==> config.mk <==
export PLATFORM = sky130hd
export DESIGN_NAME = slm_supply_low_monitor
export DESIGN_NICKNAME = d
export VERILOG_FILES = /design/src/slm_pkg.sv /design/src/slm_cmp_if.sv /design/src/slm_glitch_filter.sv /design/src/slm_supply_low_monitor.sv
export SDC_FILE = /design/constraint.sdc
export NUM_CORES = 1
export LEC_CHECK = 0
export BUFFER_PORTS_ARGS = -buffer_cell sky130_fd_sc_hd__buf_4
export CORE_MARGIN = 3
export CORE_UTILIZATION = 60
export CTS_CLUSTER_SIZE = 40
export DETAILED_ROUTE_END_ITERATION = 10
export GPL_TIMING_DRIVEN = 0
export HOLD_SLACK_MARGIN = 0.06
export PLACE_DENSITY = 0.8
export SLEW_MARGIN = 40
export SYNTH_ARGS = -nofsm -noshare
export SYNTH_HDL_FRONTEND = slang
export SYNTH_SLANG_ARGS = --single-unit
==> constraint.sdc <==
create_clock -name core_clk -period 6.2 [get_ports core_clk]
set_clock_uncertainty 0.1 [all_clocks]
set_input_delay 0.31 -clock core_clk [delete_from_list [all_inputs] [get_ports core_clk]]
set_output_delay 0.31 -clock core_clk [all_outputs]
set_load 0.01 [all_outputs]
==> src/slm_pkg.sv <==
// Package: constants and types for the supply low monitor
package slm_pkg;

  // Special-function register map
  localparam logic [7:0] SLM_CTRL_ADDR = 8'hdf;
  localparam logic [7:0] SLM_CTRL_RESET = 8'hde;

  // Field positions in supply_monitor_control
  localparam int SLM_BIT_DCMP = 7;
  localparam int SLM_BIT_ACMP = 6;
  localparam int SLM_BIT_FLAG = 5;
  localparam int SLM_BIT_DTRIP_HI = 4;
  localparam int SLM_BIT_DTRIP_LO = 3;
  localparam int SLM_BIT_ATRIP_HI = 2;
  localparam int SLM_BIT_ATRIP_LO = 1;
  localparam int SLM_BIT_ON = 0;

  // Trip select codes
  localparam logic [1:0] SLM_TRIP_4V63 = 2'h0;
  localparam logic [1:0] SLM_TRIP_3V08 = 2'h1;
  localparam logic [1:0] SLM_TRIP_2V93 = 2'h2;
  localparam logic [1:0] SLM_TRIP_2V63 = 2'h3;

  // Timing
  localparam longint SLM_CLK_HZ = 200000000;
  localparam longint SLM_HOLD_MS = 250;
  localparam longint SLM_HOLD_CYCLES = (SLM_CLK_HZ * SLM_HOLD_MS) / 1000;
  localparam int SLM_GLITCH_CYCLES = 8;
  localparam int SLM_GLITCH_W = 4;
  localparam int SLM_HOLD_W = 26;

  // Filter state
  typedef struct packed {
    logic [1:0] stable;
    logic [1:0][SLM_GLITCH_W-1:0] cnt;
  } slm_filt_s;

  // Top state
  typedef struct packed {
    logic [1:0] dtrip;
    logic [1:0] atrip;
    logic on;
    logic flag;
    logic [SLM_HOLD_W-1:0] hold;
    logic [7:0] rdata;
  } slm_top_s;

endpackage : slm_pkg

==> src/slm_cmp_if.sv <==
// Interface: raw and filtered comparator levels
`timescale 1ns/1ps
interface slm_cmp_if;
  logic [1:0] raw;
  logic [1:0] clean;
  modport filt (input raw, output clean);
  modport core (output raw, input clean);
endinterface : slm_cmp_if

==> src/slm_glitch_filter.sv <==
// Module: glitch filter on the two comparator outputs
`timescale 1ns/1ps
module slm_glitch_filter import slm_pkg::*; #(
  parameter int FILT_CYCLES = SLM_GLITCH_CYCLES
) (
  // Clock and reset
  input wire logic core_clk,
  input wire logic srst,
  // Comparator levels
  slm_cmp_if.filt cmp
);

  slm_filt_s r;
  slm_filt_s next_r;

  always_comb begin
    next_r = r;
    for (int i = 0; i < 2; i++) begin
      if (cmp.raw[i] == r.stable[i]) begin
        next_r.cnt[i] = '0;
      end else if (r.cnt[i] == SLM_GLITCH_W'(FILT_CYCLES - 1)) begin
        next_r.stable[i] = cmp.raw[i];
        next_r.cnt[i] = '0;
      end else begin
        next_r.cnt[i] = r.cnt[i] + SLM_GLITCH_W'(1);
      end
    end
  end

  always_ff @(posedge core_clk) begin
    if (srst) begin
      r <= '{stable: 2'h3, cnt: '0};
    end else begin
      r <= next_r;
    end
  end

  assign cmp.clean = r.stable;
endmodule : slm_glitch_filter

==> src/slm_supply_low_monitor.sv <==
// Module: supply low monitor control register, flag and hold-off
`timescale 1ns/1ps
module slm_supply_low_monitor import slm_pkg::*; #(
  parameter longint HOLD_CYCLES = SLM_HOLD_CYCLES,
  parameter int FILT_CYCLES = SLM_GLITCH_CYCLES
) (
  // Clock and reset
  input wire logic core_clk,
  input wire logic srst,
  // Special-function register access
  input wire logic [7:0] sfr_addr,
  input wire logic sfr_wr,
  input wire logic [7:0] sfr_wdata,
  input wire logic sfr_rd,
  output logic [7:0] sfr_rdata,
  // Analog comparators
  input wire logic digital_supply_compare,
  input wire logic analog_supply_compare,
  output logic [1:0] digital_trip_select,
  output logic [1:0] analog_trip_select,
  output logic comparators_on,
  // Interrupt and watchdog
  input wire logic secondary_irq_enable_priority,
  output logic low_supply_irq,
  output logic watchdog_enable_clear
);

  ////////////////////////////////////////////////////////////////////////////////
  // Glitch filter
  slm_cmp_if cmp ();
  assign cmp.raw = {digital_supply_compare, analog_supply_compare};

  slm_glitch_filter #(.FILT_CYCLES(FILT_CYCLES)) u_filt (
    .core_clk(core_clk),
    .srst(srst),
    .cmp(cmp)
  );

  ////////////////////////////////////////////////////////////////////////////////
  // State
  slm_top_s r;
  slm_top_s next_r;
  logic any_low;
  logic ctrl_wr;
  logic [7:0] live_view;

  assign ctrl_wr = sfr_wr && (sfr_addr == SLM_CTRL_ADDR);
  assign any_low = r.on && (cmp.clean != 2'h3);

  always_comb begin
    next_r = r;
    live_view = {digital_supply_compare, analog_supply_compare, r.flag,
                 r.dtrip, r.atrip, r.on};
    if (ctrl_wr) begin
      next_r.dtrip = sfr_wdata[SLM_BIT_DTRIP_HI:SLM_BIT_DTRIP_LO];
      next_r.atrip = sfr_wdata[SLM_BIT_ATRIP_HI:SLM_BIT_ATRIP_LO];
      next_r.on = sfr_wdata[SLM_BIT_ON];
      next_r.flag = sfr_wdata[SLM_BIT_FLAG];
    end
    if (any_low) begin
      next_r.flag = 1'b1;
      next_r.hold = '0;
    end else if (r.flag) begin
      if (longint'(r.hold) >= HOLD_CYCLES - 1) begin
        next_r.hold = '0;
        if (!(ctrl_wr && sfr_wdata[SLM_BIT_FLAG])) begin
          next_r.flag = 1'b0;
        end
      end else begin
        next_r.hold = r.hold + SLM_HOLD_W'(1);
      end
    end else begin
      next_r.hold = '0;
    end
    if (sfr_rd && sfr_addr == SLM_CTRL_ADDR) begin
      next_r.rdata = live_view;
    end
  end

  always_ff @(posedge core_clk) begin
    if (srst) begin
      r.dtrip <= SLM_CTRL_RESET[SLM_BIT_DTRIP_HI:SLM_BIT_DTRIP_LO];
      r.atrip <= SLM_CTRL_RESET[SLM_BIT_ATRIP_HI:SLM_BIT_ATRIP_LO];
      r.on <= SLM_CTRL_RESET[SLM_BIT_ON];
      r.flag <= SLM_CTRL_RESET[SLM_BIT_FLAG];
      r.hold <= '0;
      r.rdata <= SLM_CTRL_RESET;
    end else begin
      r <= next_r;
    end
  end

  ////////////////////////////////////////////////////////////////////////////////
  // Outputs
  assign sfr_rdata = r.rdata;
  assign digital_trip_select = r.dtrip;
  assign analog_trip_select = r.atrip;
  assign comparators_on = r.on;
  assign low_supply_irq = r.flag && secondary_irq_enable_priority;
  assign watchdog_enable_clear = low_supply_irq;
endmodule : slm_supply_low_monitor

After elaboration in Yosys (flattened, before gate mapping)

Index checks and enable logic that the tools add are counted.

Bits of input ports: 23
Word-level logic and storage cells: 40
Flip-flop bits (word level): 50
Output and inout port bits: 15

Reduce and logical (&&, ||, !) cells: 10
Add/sub/neg operators: 3
Mux-type cells: 7
Order comparisons: 1
Equality and inequality tests: 6
Bitwise operators: 3

Operators with widths:

| operator                                       | count |
|---|---|
| two-way mux 26 bit                             | 2 |
| two-way mux 27 bit                             | 1 |
| adder 26 x 1 -> 26 bit (second input constant) | 1 |
| >= comparator 26 bit (second input constant)   | 1 |
| adder 4 x 1 -> 4 bit (second input constant)   | 2 |
| == test 4 x 3 -> 1 bit (second input constant) | 2 |
| == test 8 bit (second input constant)          | 1 |
| OR reduction 3 bit                             | 2 |
| logical AND 1 bit                              | 5 |
| two-way mux 1 bit                              | 4 |
| AND reduction 2 bit                            | 2 |
| OR reduction 4 bit                             | 1 |
| NOT 1 bit                                      | 3 |
| == test 1 bit                                  | 2 |
| inequality test 2 bit (second input constant)  | 1 |

Depth between registers and ports, before layout

Gate-level depths: netlist of the first run.

Word-level depth: 7
Mapped depth: 7
Mapped depth without buffers: 5

Cells and area by module

A second synthesis of the first run with hierarchy kept.

Cells, all modules: 257
Area total of the unflattened synthesis: 2471.1 um^2

Modules (own cells, without submodules):

| module                 | area an instance (um^2) | seq. area each (um^2) | cells an instance | times used |
|---|---|---|---|---|
| slm_supply_low_monitor | 2063.2                  | 800.8                 | 215               | 1 |
| slm_glitch_filter      | 407.9                   | 200.2                 | 42                | 1 |

Worst setup path before layout of the first run

No wires, ideal clock.

Path type: reg2reg
Start: reg r[8] in the netlist's numbering
End: reg r[28] in the netlist's numbering
Buffers on the path: 1
Setup time: 0.112 ns
Stages on the path, launching flop included: 7
Clock period less this slack: 2.354 ns
Path slack: 3.846 ns
Data required time: 5.988 ns
Arrival time: 2.142 ns
Path through: dfxtp_1 -> ha_1 -> nand3_1 -> or4_1 -> buf_2 -> or4_1 -> a2111oi_1

Cells in the longest elaborated chain, start to end: 2
Elaborated cells between the ends (all ways): 3
Those cells by class: 1 x add/sub; 1 x order compare; 1 x reduce/logical

Ends and longest elaborated chain:

| what                         | RTL line                     | source |
|---|---|---|
| start: declaration           | slm_supply_low_monitor.sv:41 | `slm_top_s r;` |
| start signal: assignment     | slm_supply_low_monitor.sv:89 | `r <= next_r;` |
| >= comparator 26 bit         | slm_supply_low_monitor.sv:64 | `if (longint'(r.hold) >= HOLD_CYCLES - 1) begin` |
| OR reduction 4 bit (no line) | -                            |  |

Parallel ways exist; a longest one is shown, timed or not.
A chain may end at the register's enable or synchronous reset.

Worst setup path after layout of the first run

Start: reg r[9] in the netlist's numbering
End: reg r[28] in the netlist's numbering

The elaborated chain is that of the path after synthesis.

==> flow_metrics.env, run 1 <==
export IMPL_clk_transition_reported_paths_ns=0.09
export IMPL_cp_data_arrival_time_ns=2.64
export IMPL_rr_worst_depth=6
export IMPL_dr_pass1_iters=5
export IMPL_power_density_nw_per_um2=190
export IMPL_grt_max_degree=17
export IMPL_cts_root_buf="clkbuf_8"
export IMPL_outcome="finished clean"
export IMPL_wirelength_um=4950
export IMPL_cts_tree="built"
export IMPL_cts_setup_buffers=0
export IMPL_synth_seq_cells=50
export IMPL_yosys_area_top_type="dfxtp_1"
export IMPL_ir_drop_mv=0.170
export IMPL_antenna_cells=0
export IMPL_synth_avg_cell_area_um2=9.02
export IMPL_clock_sinks=50
export IMPL_rsz0062_at_grt="false"
export IMPL_synth_async_reset_ratio_pct=0
export IMPL_start_util_pct=63.3
export IMPL_cp_start_kind="flop"
export IMPL_finalHoldViolCount=0
export IMPL_finish_utilization_pct=74.5
export IMPL_synth_top_area_share_pct=42.2
export IMPL_layout_drive_gt1_share_pct=20.9
export IMPL_antenna_found_initial=0
export IMPL_cts_repair_resized=0
export IMPL_multiInputGateArea_um2=1180
export IMPL_synthToLayoutAreaGrowth_pct=17.6
export IMPL_nFillCells=313
export IMPL_finalWorstSetupSlack_ns=3.66
export IMPL_grt_pass1_vias=1752
export IMPL_worstSetupPathType="reg -> reg"
export IMPL_yosysWarningCount=0
export IMPL_post_synth_main_area_contributors="dfxtp_1 42%, xnor2_1 5.5%, nor4_1 5.3%"
export IMPL_synthSimpleGateAreaFrac_pct=26.5
export IMPL_cts_buffers=5
export IMPL_die_w_um=68.9
export IMPL_vias_per_cell=5.77
export IMPL_die_area_um2=4740
export IMPL_port_buffer_count=35
export IMPL_synth_area_um2=2370
export IMPL_rr_endpoint="r[28]"
export IMPL_seqCellArea_um2=1000
export IMPL_worstMarginPinSlew_ns=0.742
export IMPL_track_usage_pct=22.4
export IMPL_maxSlewViolCount=0
export IMPL_startpoint="r[9]"
export IMPL_io_pins=38
export IMPL_clockBufferDepth=2
export IMPL_vias=2042
export IMPL_post_drt_wl_per_cell_um=14.0
export IMPL_slew_headroom_pct=50.5
export IMPL_overflow=0
export IMPL_yosys_area_share_adder_pct=1.58
export IMPL_fmax_mhz=394
export IMPL_hold_path_class="in -> reg"
export IMPL_placed_area_um2=2690
export IMPL_synth_xor_area_share_pct=7.02
export IMPL_drtAntennaViolNets=0
export IMPL_insertion_delay_ns=0.30
export IMPL_synth_main_ff_cell="dfxtp_1"
export IMPL_max_cap_violations=0
export IMPL_finalSetupViolations=0
export IMPL_gp_congestion=0.836
export IMPL_grt_pass1_wl_um=7900
export IMPL_netlist_instances=263
export IMPL_synth_top_family_by_area="simple AND/OR/NAND/NOR gates"
export IMPL_post_dp_hpwl_um=3630
export IMPL_hold_buffers=0
export IMPL_place_ws_ns=3.70
export IMPL_reg2reg_from="r[9]"
export IMPL_period_minus_slack_ns=2.54
export IMPL_r2r_slack_ns=3.66
export IMPL_synth_edf_count=0
export IMPL_cts_htree_levels=2
export IMPL_rows=22
export IMPL_endpoint_kind="flop"
export IMPL_tns_ns=0
export IMPL_drt_iter0_markers=156
export IMPL_p_leak_nw=0.903
export IMPL_cp_data_required_time_ns=6.30
export IMPL_stdcell_area_um2=2790
export IMPL_core_um2=3740
export IMPL_nets=331
export IMPL_synthDistinctLibCells=41
export IMPL_seq_area_frac_synth_pct=42.2
export IMPL_period_share_pct=41.0
export IMPL_syn_num_nets=289
export IMPL_die_y_um=68.9
export IMPL_synth_mux_area_share_pct=1.27
export IMPL_drc=0
export IMPL_synth_compound_area_share_pct=13.4
export IMPL_cp_max_fo=8
export IMPL_crit_path_end="r[28]"
==> state kept, by name (all words and copies together) (netlist names) <==
register	cells
u_filt.cmp.clean	2
digital_trip_select	2
r	26
comparators_on	1
live_view	1
u_filt.r	8
analog_trip_select	2
sfr_rdata	8
==> layout make-up <==
cell class | count | area share (%)
buffer | 27 | 5.47
clock buffer | 5 | 2.47
clock inverter | 3 | 0.763
inverter | 10 | 1.35
multi-input combinational | 176 | 42.5
sequential | 50 | 35.9
tap | 48 | 2.15
timing repair buffer | 35 | 9.42
==> per-layer routing <==
metal	share of wire, %	up-vias	global-route usage, %	wire [µm]
met2	49	50	36.2	2440
met3	4.7	8	4.86	234
met1	45	945	29.5	2220
met5	0	-	0	0
met4	1.3	0	8.03	64
li1	-	1039	-	-
==> layout by cell type, fill, tap and decap left out, types with 2 or more instances in the layout <==
master / instances
or4_1: 4
nand4_1: 5
a2111oi_1: 2
inv_1: 10
nand4b_1: 2
nand2_1: 12
a2111oi_0: 8
o31ai_1: 3
nor2b_1: 12
nor3_1: 8
o21ai_0: 7
ha_1: 3
mux2i_1: 3
buf_2: 2
or3_1: 5
nor4_1: 20
nor2_1: 20
dfxtp_1: 50
xnor2_1: 15
xor2_1: 4
nand3_1: 13
a211o_1: 12
buf_4: 48
clkbuf_8: 5
clkbuf_1: 12
==> worst max-delay path, cell delays in order (launching register included) <==
cell       delay (ns)
dfxtp_1          0.38
ha_1             0.23
nand3_1          0.18
or4_1            0.52
buf_2            0.19
or4_1            0.47
a2111oi_1        0.37
==> cell families after synthesis <==
group                    after synthesis
AO/OA/AOI/OAI                         40
XOR/XNOR                              19
adder cells (fa/ha/maj)                3
buffers and inverters                 37
flip-flops                            50
multiplexers                           3
AND/OR/NAND/NOR                      111
==> synthesized netlist by cell type, drive strengths merged (6+ instances only) <==
cell type  count
dfxtp         50
nor2          20
nor4          20
buf           15
xnor2         15
nand3         13
a211o         12
clkbuf        12
nand2         12
nor2b         12
a2111oi       10
inv           10
nor3           9
nand4          7
o21ai          7
or3            6
==> worst min-delay path by stage <==
stage	depth (start not counted)	end	start
after global routing	2	analog_trip_select[0]	sfr_wdata[1]
after global placement	1	u_filt.r[0]	u_filt.r[0]
after detailed placement	1	u_filt.r[0]	u_filt.r[0]
after floorplan	1	u_filt.r[0]	u_filt.r[0]
after CTS	2	analog_trip_select[1]	sfr_wdata[2]
final	2	analog_trip_select[1]	sfr_wdata[2]
==> report_power, final <==
| part | switching (mW) | total (mW) | internal [mW] | leakage, nW |
|---|---|---|---|---|
| Sequential | 0.000993 | 0.323 | 0.322 | 0.404 |
| Clock | 0.107 | 0.186 | 0.0793 | 0.0441 |
| Combinational | 0.0100 | 0.0218 | 0.0118 | 0.455 |
==> stage by stage <==
step                cells  power (mW)  hold slack, ns
finish                354       0.531           0.101
global placement      346       0.352           0.330
floorplan             263       0.340           0.318
detailed placement    346       0.353           0.338
CTS                   354       0.538          0.0937
global route          354       0.549           0.106
No activity file was read; power rests on OpenSTA's default activity.
==> run 2: changes to the inputs <==
CORE_UTILIZATION = 56   (was 60)
PLACE_DENSITY = 0.75   (was 0.8)
clock period = 2.5 ns   (was 6.2 ns; I/O delays follow)
==> flow_metrics.env, run 2 (same netlist as run 1, synthesis figures left out) <==
export IMPL_power_density_nw_per_um2=486
export IMPL_cts_tree="built"
export IMPL_cts_buffers=5
export IMPL_grt_pass1_vias=1902
export IMPL_endpoint_kind="flop"
export IMPL_nets=339
export IMPL_hold_path_class="in -> reg"
export IMPL_cts_htree_levels=2
export IMPL_insertion_delay_ns=0.30
export IMPL_overflow=0
export IMPL_outcome="finished clean"
export IMPL_rows=23
export IMPL_clock_sinks=50
export IMPL_core_um2=4030
export IMPL_nFillCells=321
export IMPL_p_leak_nw=0.945
export IMPL_cp_common_cell="or4_1"
export IMPL_cp_start_kind="flop"
export IMPL_port_buffer_count=35
export IMPL_r2r_slack_ns=0.04
export IMPL_vias=2071
export IMPL_max_stage_delay_ns=0.56
export IMPL_fmax_mhz=406
export IMPL_maxSlewViolCount=0
export IMPL_cp_max_fo=8
export IMPL_antenna_cells=0
export IMPL_placed_area_um2=2700
export IMPL_period_share_pct=98.6
export IMPL_finalHoldViolCount=0
export IMPL_track_usage_pct=21.0
export IMPL_drt_iter0_markers=136
export IMPL_wirelength_um=5170
export IMPL_final_common_cell="buf_4"
export IMPL_drc=0
export IMPL_post_drt_wl_per_cell_um=14.2
export IMPL_dr_pass1_iters=6
export IMPL_cts_setup_buffers=0
export IMPL_critPathBufInv=1
export IMPL_ir_drop_mv=0.367
export IMPL_regMostFlops="r"
export IMPL_cp_slowest_cell="or4_1"
export IMPL_die_w_um=71.1
export IMPL_synthToLayoutAreaGrowth_pct=22.7
export IMPL_period_minus_slack_ns=2.46
export IMPL_worstMarginPinSlew_ns=0.826
export IMPL_cts_root_buf="clkbuf_8"
export IMPL_worstSetupPathType="reg -> reg"
export IMPL_clk_transition_reported_paths_ns=0.09
export IMPL_layout_drive_gt1_share_pct=22.3
export IMPL_grt_pass1_wl_um=8740
export IMPL_antenna_found_initial=0
export IMPL_die_y_um=71.1
export IMPL_die_area_um2=5050
export IMPL_largest_reg_flops=26
export IMPL_gp_congestion=0.816
export IMPL_vias_per_cell=5.69
export IMPL_cp_data_arrival_time_ns=2.56
export IMPL_cp_data_required_time_ns=2.59
export IMPL_grt_max_degree=15
export IMPL_start_util_pct=58.9
export IMPL_io_pins=38
export IMPL_stdcell_area_um2=2910
export IMPL_slew_headroom_pct=44.5
export IMPL_crit_chain="nand4_2, or4_1, buf_2, or4_1, a2111oi_1"
export IMPL_finalSetupViolations=0
export IMPL_layout_common_cells="48 x buf_4, 43 x dfxtp_1, 20 x nor2_1, 20 x nor4_1, 15 x xnor2_1"
export IMPL_path_delay_family="simple AND/OR/NAND/NOR gates"
export IMPL_clockBufferDepth=2
export IMPL_max_cap_violations=0
export IMPL_post_dp_hpwl_um=3560
export IMPL_drtAntennaViolNets=0
export IMPL_holdWs_ns=0.169
## run 2: through the flow
step / total power [mW] / worst slack (ns) / cells / TNS (ns) / util [%]
finish: 1.42 / 0.0362 / 364 / 0 / 72.2
global route: 1.47 / -0.00341 / 364 / -0.00508 / 72.2
CTS: 1.43 / 0.0103 / 364 / 0 / 71.6
detailed placement: 0.875 / 0.0228 / 348 / 0 / 66.9
global placement: 0.874 / 0.0348 / 348 / 0 / 66.9
floorplan: 0.842 / 0.146 / 263 / 0 / -
## run 2: final timing paths
path	from	endpoint	depth (start not counted)
max	r[14]	r[31]	5
max reg2reg	r[14]	r[31]	5
min reg2reg	u_filt.r[4]	u_filt.r[4]	1
min	sfr_wr	analog_trip_select[1]	5
## run 2: cell type report
| cell class | instances | area (µm²) | share of cell area, % |
|---|---|---|---|
| Clock buffer | 7 | 76.3 | 2.62 |
| Tap cell | 50 | 62.6 | 2.15 |
| Multi-Input combinational cell | 176 | 1200 | 41.2 |
| Buffer | 27 | 153 | 5.25 |
| Clock inverter | 1 | 30.0 | 1.03 |
| Sequential cell | 50 | 1010 | 34.7 |
| Timing Repair Buffer | 43 | 343 | 11.8 |
| Inverter | 10 | 37.5 | 1.29 |
## run 2: metal layers
layer / vias to the layer above / track usage [%] / share of wire [%]
li1: 1056 / - / -
met1: 971 / 29.7 / 46
met2: 38 / 31.8 / 49
met3: 6 / 4.83 / 3.6
met4: 0 / 6.47 / 1.1
met5: - / 0 / 0
## run 2: timing repair
action | in CTS | in global routing
endpoints found under the hold margin | 10 | 0
gates resized for setup | 0 | 11
hold buffers | 8 | 0
endpoints found under the setup margin | 0 | 16
## run 2: where the power goes
| part | internal [mW] | switching [mW] | total (mW) |
|---|---|---|---|
| sequential | 0.799 | 0.00245 | 0.802 |
| combinational | 0.0375 | 0.0276 | 0.0651 |
| clock | 0.300 | 0.249 | 0.549 |
| total | 1.14 | 0.279 | 1.42 |
## run 2: worst reg2reg max path: cells and delay by family, from the launching register on
kind                   cells  cell delay [ns]
flip-flops                 1             0.42
AO/OA/AOI/OAI              1             0.37
buffers and inverters      1             0.18
AND/OR/NAND/NOR            3             1.30
==> run 3: changes to the inputs <==
CORE_UTILIZATION = 60   (was 56)
PLACE_DENSITY = 0.8   (was 0.75)
clock period = 2.9 ns   (was 2.5 ns; I/O delays follow)
==> flow_metrics.env, run 3 (same netlist as run 1, synthesis figures left out) <==
export IMPL_multiInputGateArea_um2=1180
export IMPL_post_drt_wl_per_cell_um=14.0
export IMPL_ir_drop_mv=0.365
export IMPL_drt_iter0_markers=123
export IMPL_antenna_found_initial=0
export IMPL_fmax_mhz=392
export IMPL_vias_per_cell=5.74
export IMPL_worstMarginPinSlew_ns=0.724
export IMPL_cp_data_arrival_time_ns=2.65
export IMPL_cts_htree_levels=2
export IMPL_finalHoldViolCount=0
export IMPL_rr_endpoint="r[28]"
export IMPL_layout_common_cells="50 x dfxtp_1, 48 x buf_4, 20 x nor2_1, 20 x nor4_1, 15 x xnor2_1"
export IMPL_insertion_delay_ns=0.31
export IMPL_cts_root_buf="clkbuf_8"
export IMPL_startpoint="r[9]"
export IMPL_drc=0
export IMPL_cp_start_kind="flop"
export IMPL_rsz0062_at_grt="false"
export IMPL_cp_slowest_cell="or4_1"
export IMPL_largest_reg_flops=26
export IMPL_overflow=0
export IMPL_max_cap_violations=0
export IMPL_antenna_cells=0
export IMPL_cts_buffers=5
export IMPL_wirelength_um=5070
export IMPL_grt_pass1_vias=1803
export IMPL_die_area_um2=4740
export IMPL_stdcell_area_um2=2870
export IMPL_track_usage_pct=23.0
export IMPL_cp_max_fo=8
export IMPL_rr_worst_depth=6
export IMPL_gp_congestion=0.836
export IMPL_finalSetupViolations=0
export IMPL_holdWs_ns=0.193
export IMPL_slew_headroom_pct=51.6
export IMPL_seqCellArea_um2=1000
export IMPL_endpoint_kind="flop"
export IMPL_cp_data_required_time_ns=3.00
export IMPL_worstSetupPathType="reg -> reg"
export IMPL_cp_common_cell="or4_1"
export IMPL_reg2reg_from="r[9]"
export IMPL_power_density_nw_per_um2=400
export IMPL_port_buffer_count=35
export IMPL_nets=339
export IMPL_clockBufferDepth=2
export IMPL_period_minus_slack_ns=2.55
export IMPL_placed_area_um2=2690
export IMPL_p_leak_nw=0.936
export IMPL_tns_ns=0
export IMPL_crit_path_end="r[28]"
export IMPL_hold_path_class="in -> reg"
export IMPL_cts_tree="built"
export IMPL_io_pins=38
export IMPL_dr_pass1_iters=6
export IMPL_outcome="finished clean"
export IMPL_synthToLayoutAreaGrowth_pct=21.0
export IMPL_core_um2=3740
export IMPL_period_share_pct=87.9
export IMPL_max_stage_delay_ns=0.52
export IMPL_rows=22
export IMPL_grt_pass1_wl_um=8110
export IMPL_clk_transition_reported_paths_ns=0.09
export IMPL_post_dp_hpwl_um=3630
export IMPL_start_util_pct=63.3
export IMPL_r2r_slack_ns=0.35
export IMPL_die_w_um=68.9
export IMPL_clock_sinks=50
export IMPL_die_y_um=68.9
export IMPL_grt_max_degree=17
export IMPL_nFillCells=294
export IMPL_regMostFlops="r"
export IMPL_crit_chain="ha_1, nand3_1, or4_1, buf_2, or4_1, a2111oi_1"
export IMPL_vias=2078
export IMPL_layout_drive_gt1_share_pct=20.4
export IMPL_hold_path_depth=5
export IMPL_drtAntennaViolNets=0
export IMPL_final_common_cell="dfxtp_1"
export IMPL_maxSlewViolCount=0
-- run 3: metrics by stage --
| stage | util [%] | cells | setup WS [ns] | total power [mW] |
|---|---|---|---|---|
| floorplan | - | 263 | 0.546 | 0.726 |
| global placement | 72.0 | 346 | 0.430 | 0.753 |
| detailed placement | 72.0 | 346 | 0.396 | 0.754 |
| CTS | 76.5 | 362 | 0.375 | 1.16 |
| global route | 76.6 | 362 | 0.187 | 1.18 |
| finish | 76.6 | 362 | 0.350 | 1.15 |
-- run 3: timing repair --
item,in CTS,in global routing
gates resized for setup,0,0
hold buffers,8,0
setup endpoints to repair,0,0
buffers inserted,0,0
endpoints found under the hold margin,10,0
-- run 3: where the power goes --
part	internal, mW	total, mW	switching, mW
clock	0.170	0.400	0.230
combinational	0.0322	0.0554	0.0232
sequential	0.689	0.691	0.00215
-- run 3: how the worst min path moves through the flow --
| stage | startpoint | end | slack [ns] |
|---|---|---|---|
| 6_report | sfr_wr | analog_trip_select[1] | 0.19 |
| 5_1_grt | sfr_wr | analog_trip_select[1] | 0.23 |
| 4_1_cts | sfr_wr | analog_trip_select[1] | 0.18 |
| 3_5_place_dp | sfr_wdata[2] | analog_trip_select[1] | 0.25 |
| 3_3_place_gp | sfr_wdata[2] | analog_trip_select[1] | 0.25 |
| 2_1_floorplan | digital_supply_compare | u_filt.cmp.clean[1] | 0.16 |
-- run 3: critical path: cells and delay by family, from the launching register on --
kind / cells / cell delay [ns]
buffers and inverters: 1 / 0.19
adders and majority gates: 1 / 0.23
AOI/OAI and AO/OA: 1 / 0.38
and+or+nand+nor: 3 / 1.18
DFF: 1 / 0.38
-- run 3: cell type report --
| class | instances | share of cell area (%) |
|---|---|---|
| multi-input cells | 176 | 41.3 |
| flip-flops and latches | 50 | 34.9 |
| repair buffers | 43 | 11.9 |
| plain buffers | 27 | 5.32 |
| clock buffers | 5 | 2.40 |
| well taps | 48 | 2.09 |
| inverters | 10 | 1.31 |
| clock inverters | 3 | 0.741 |
-- run 3: layer usage --
metal,up-vias,global-route usage (%),wire (µm)
met5,-,0,0
met4,0,8.03,67
met3,7,4.86,267
met2,51,37.6,2510
met1,961,30.0,2220
li1,1059,-,-
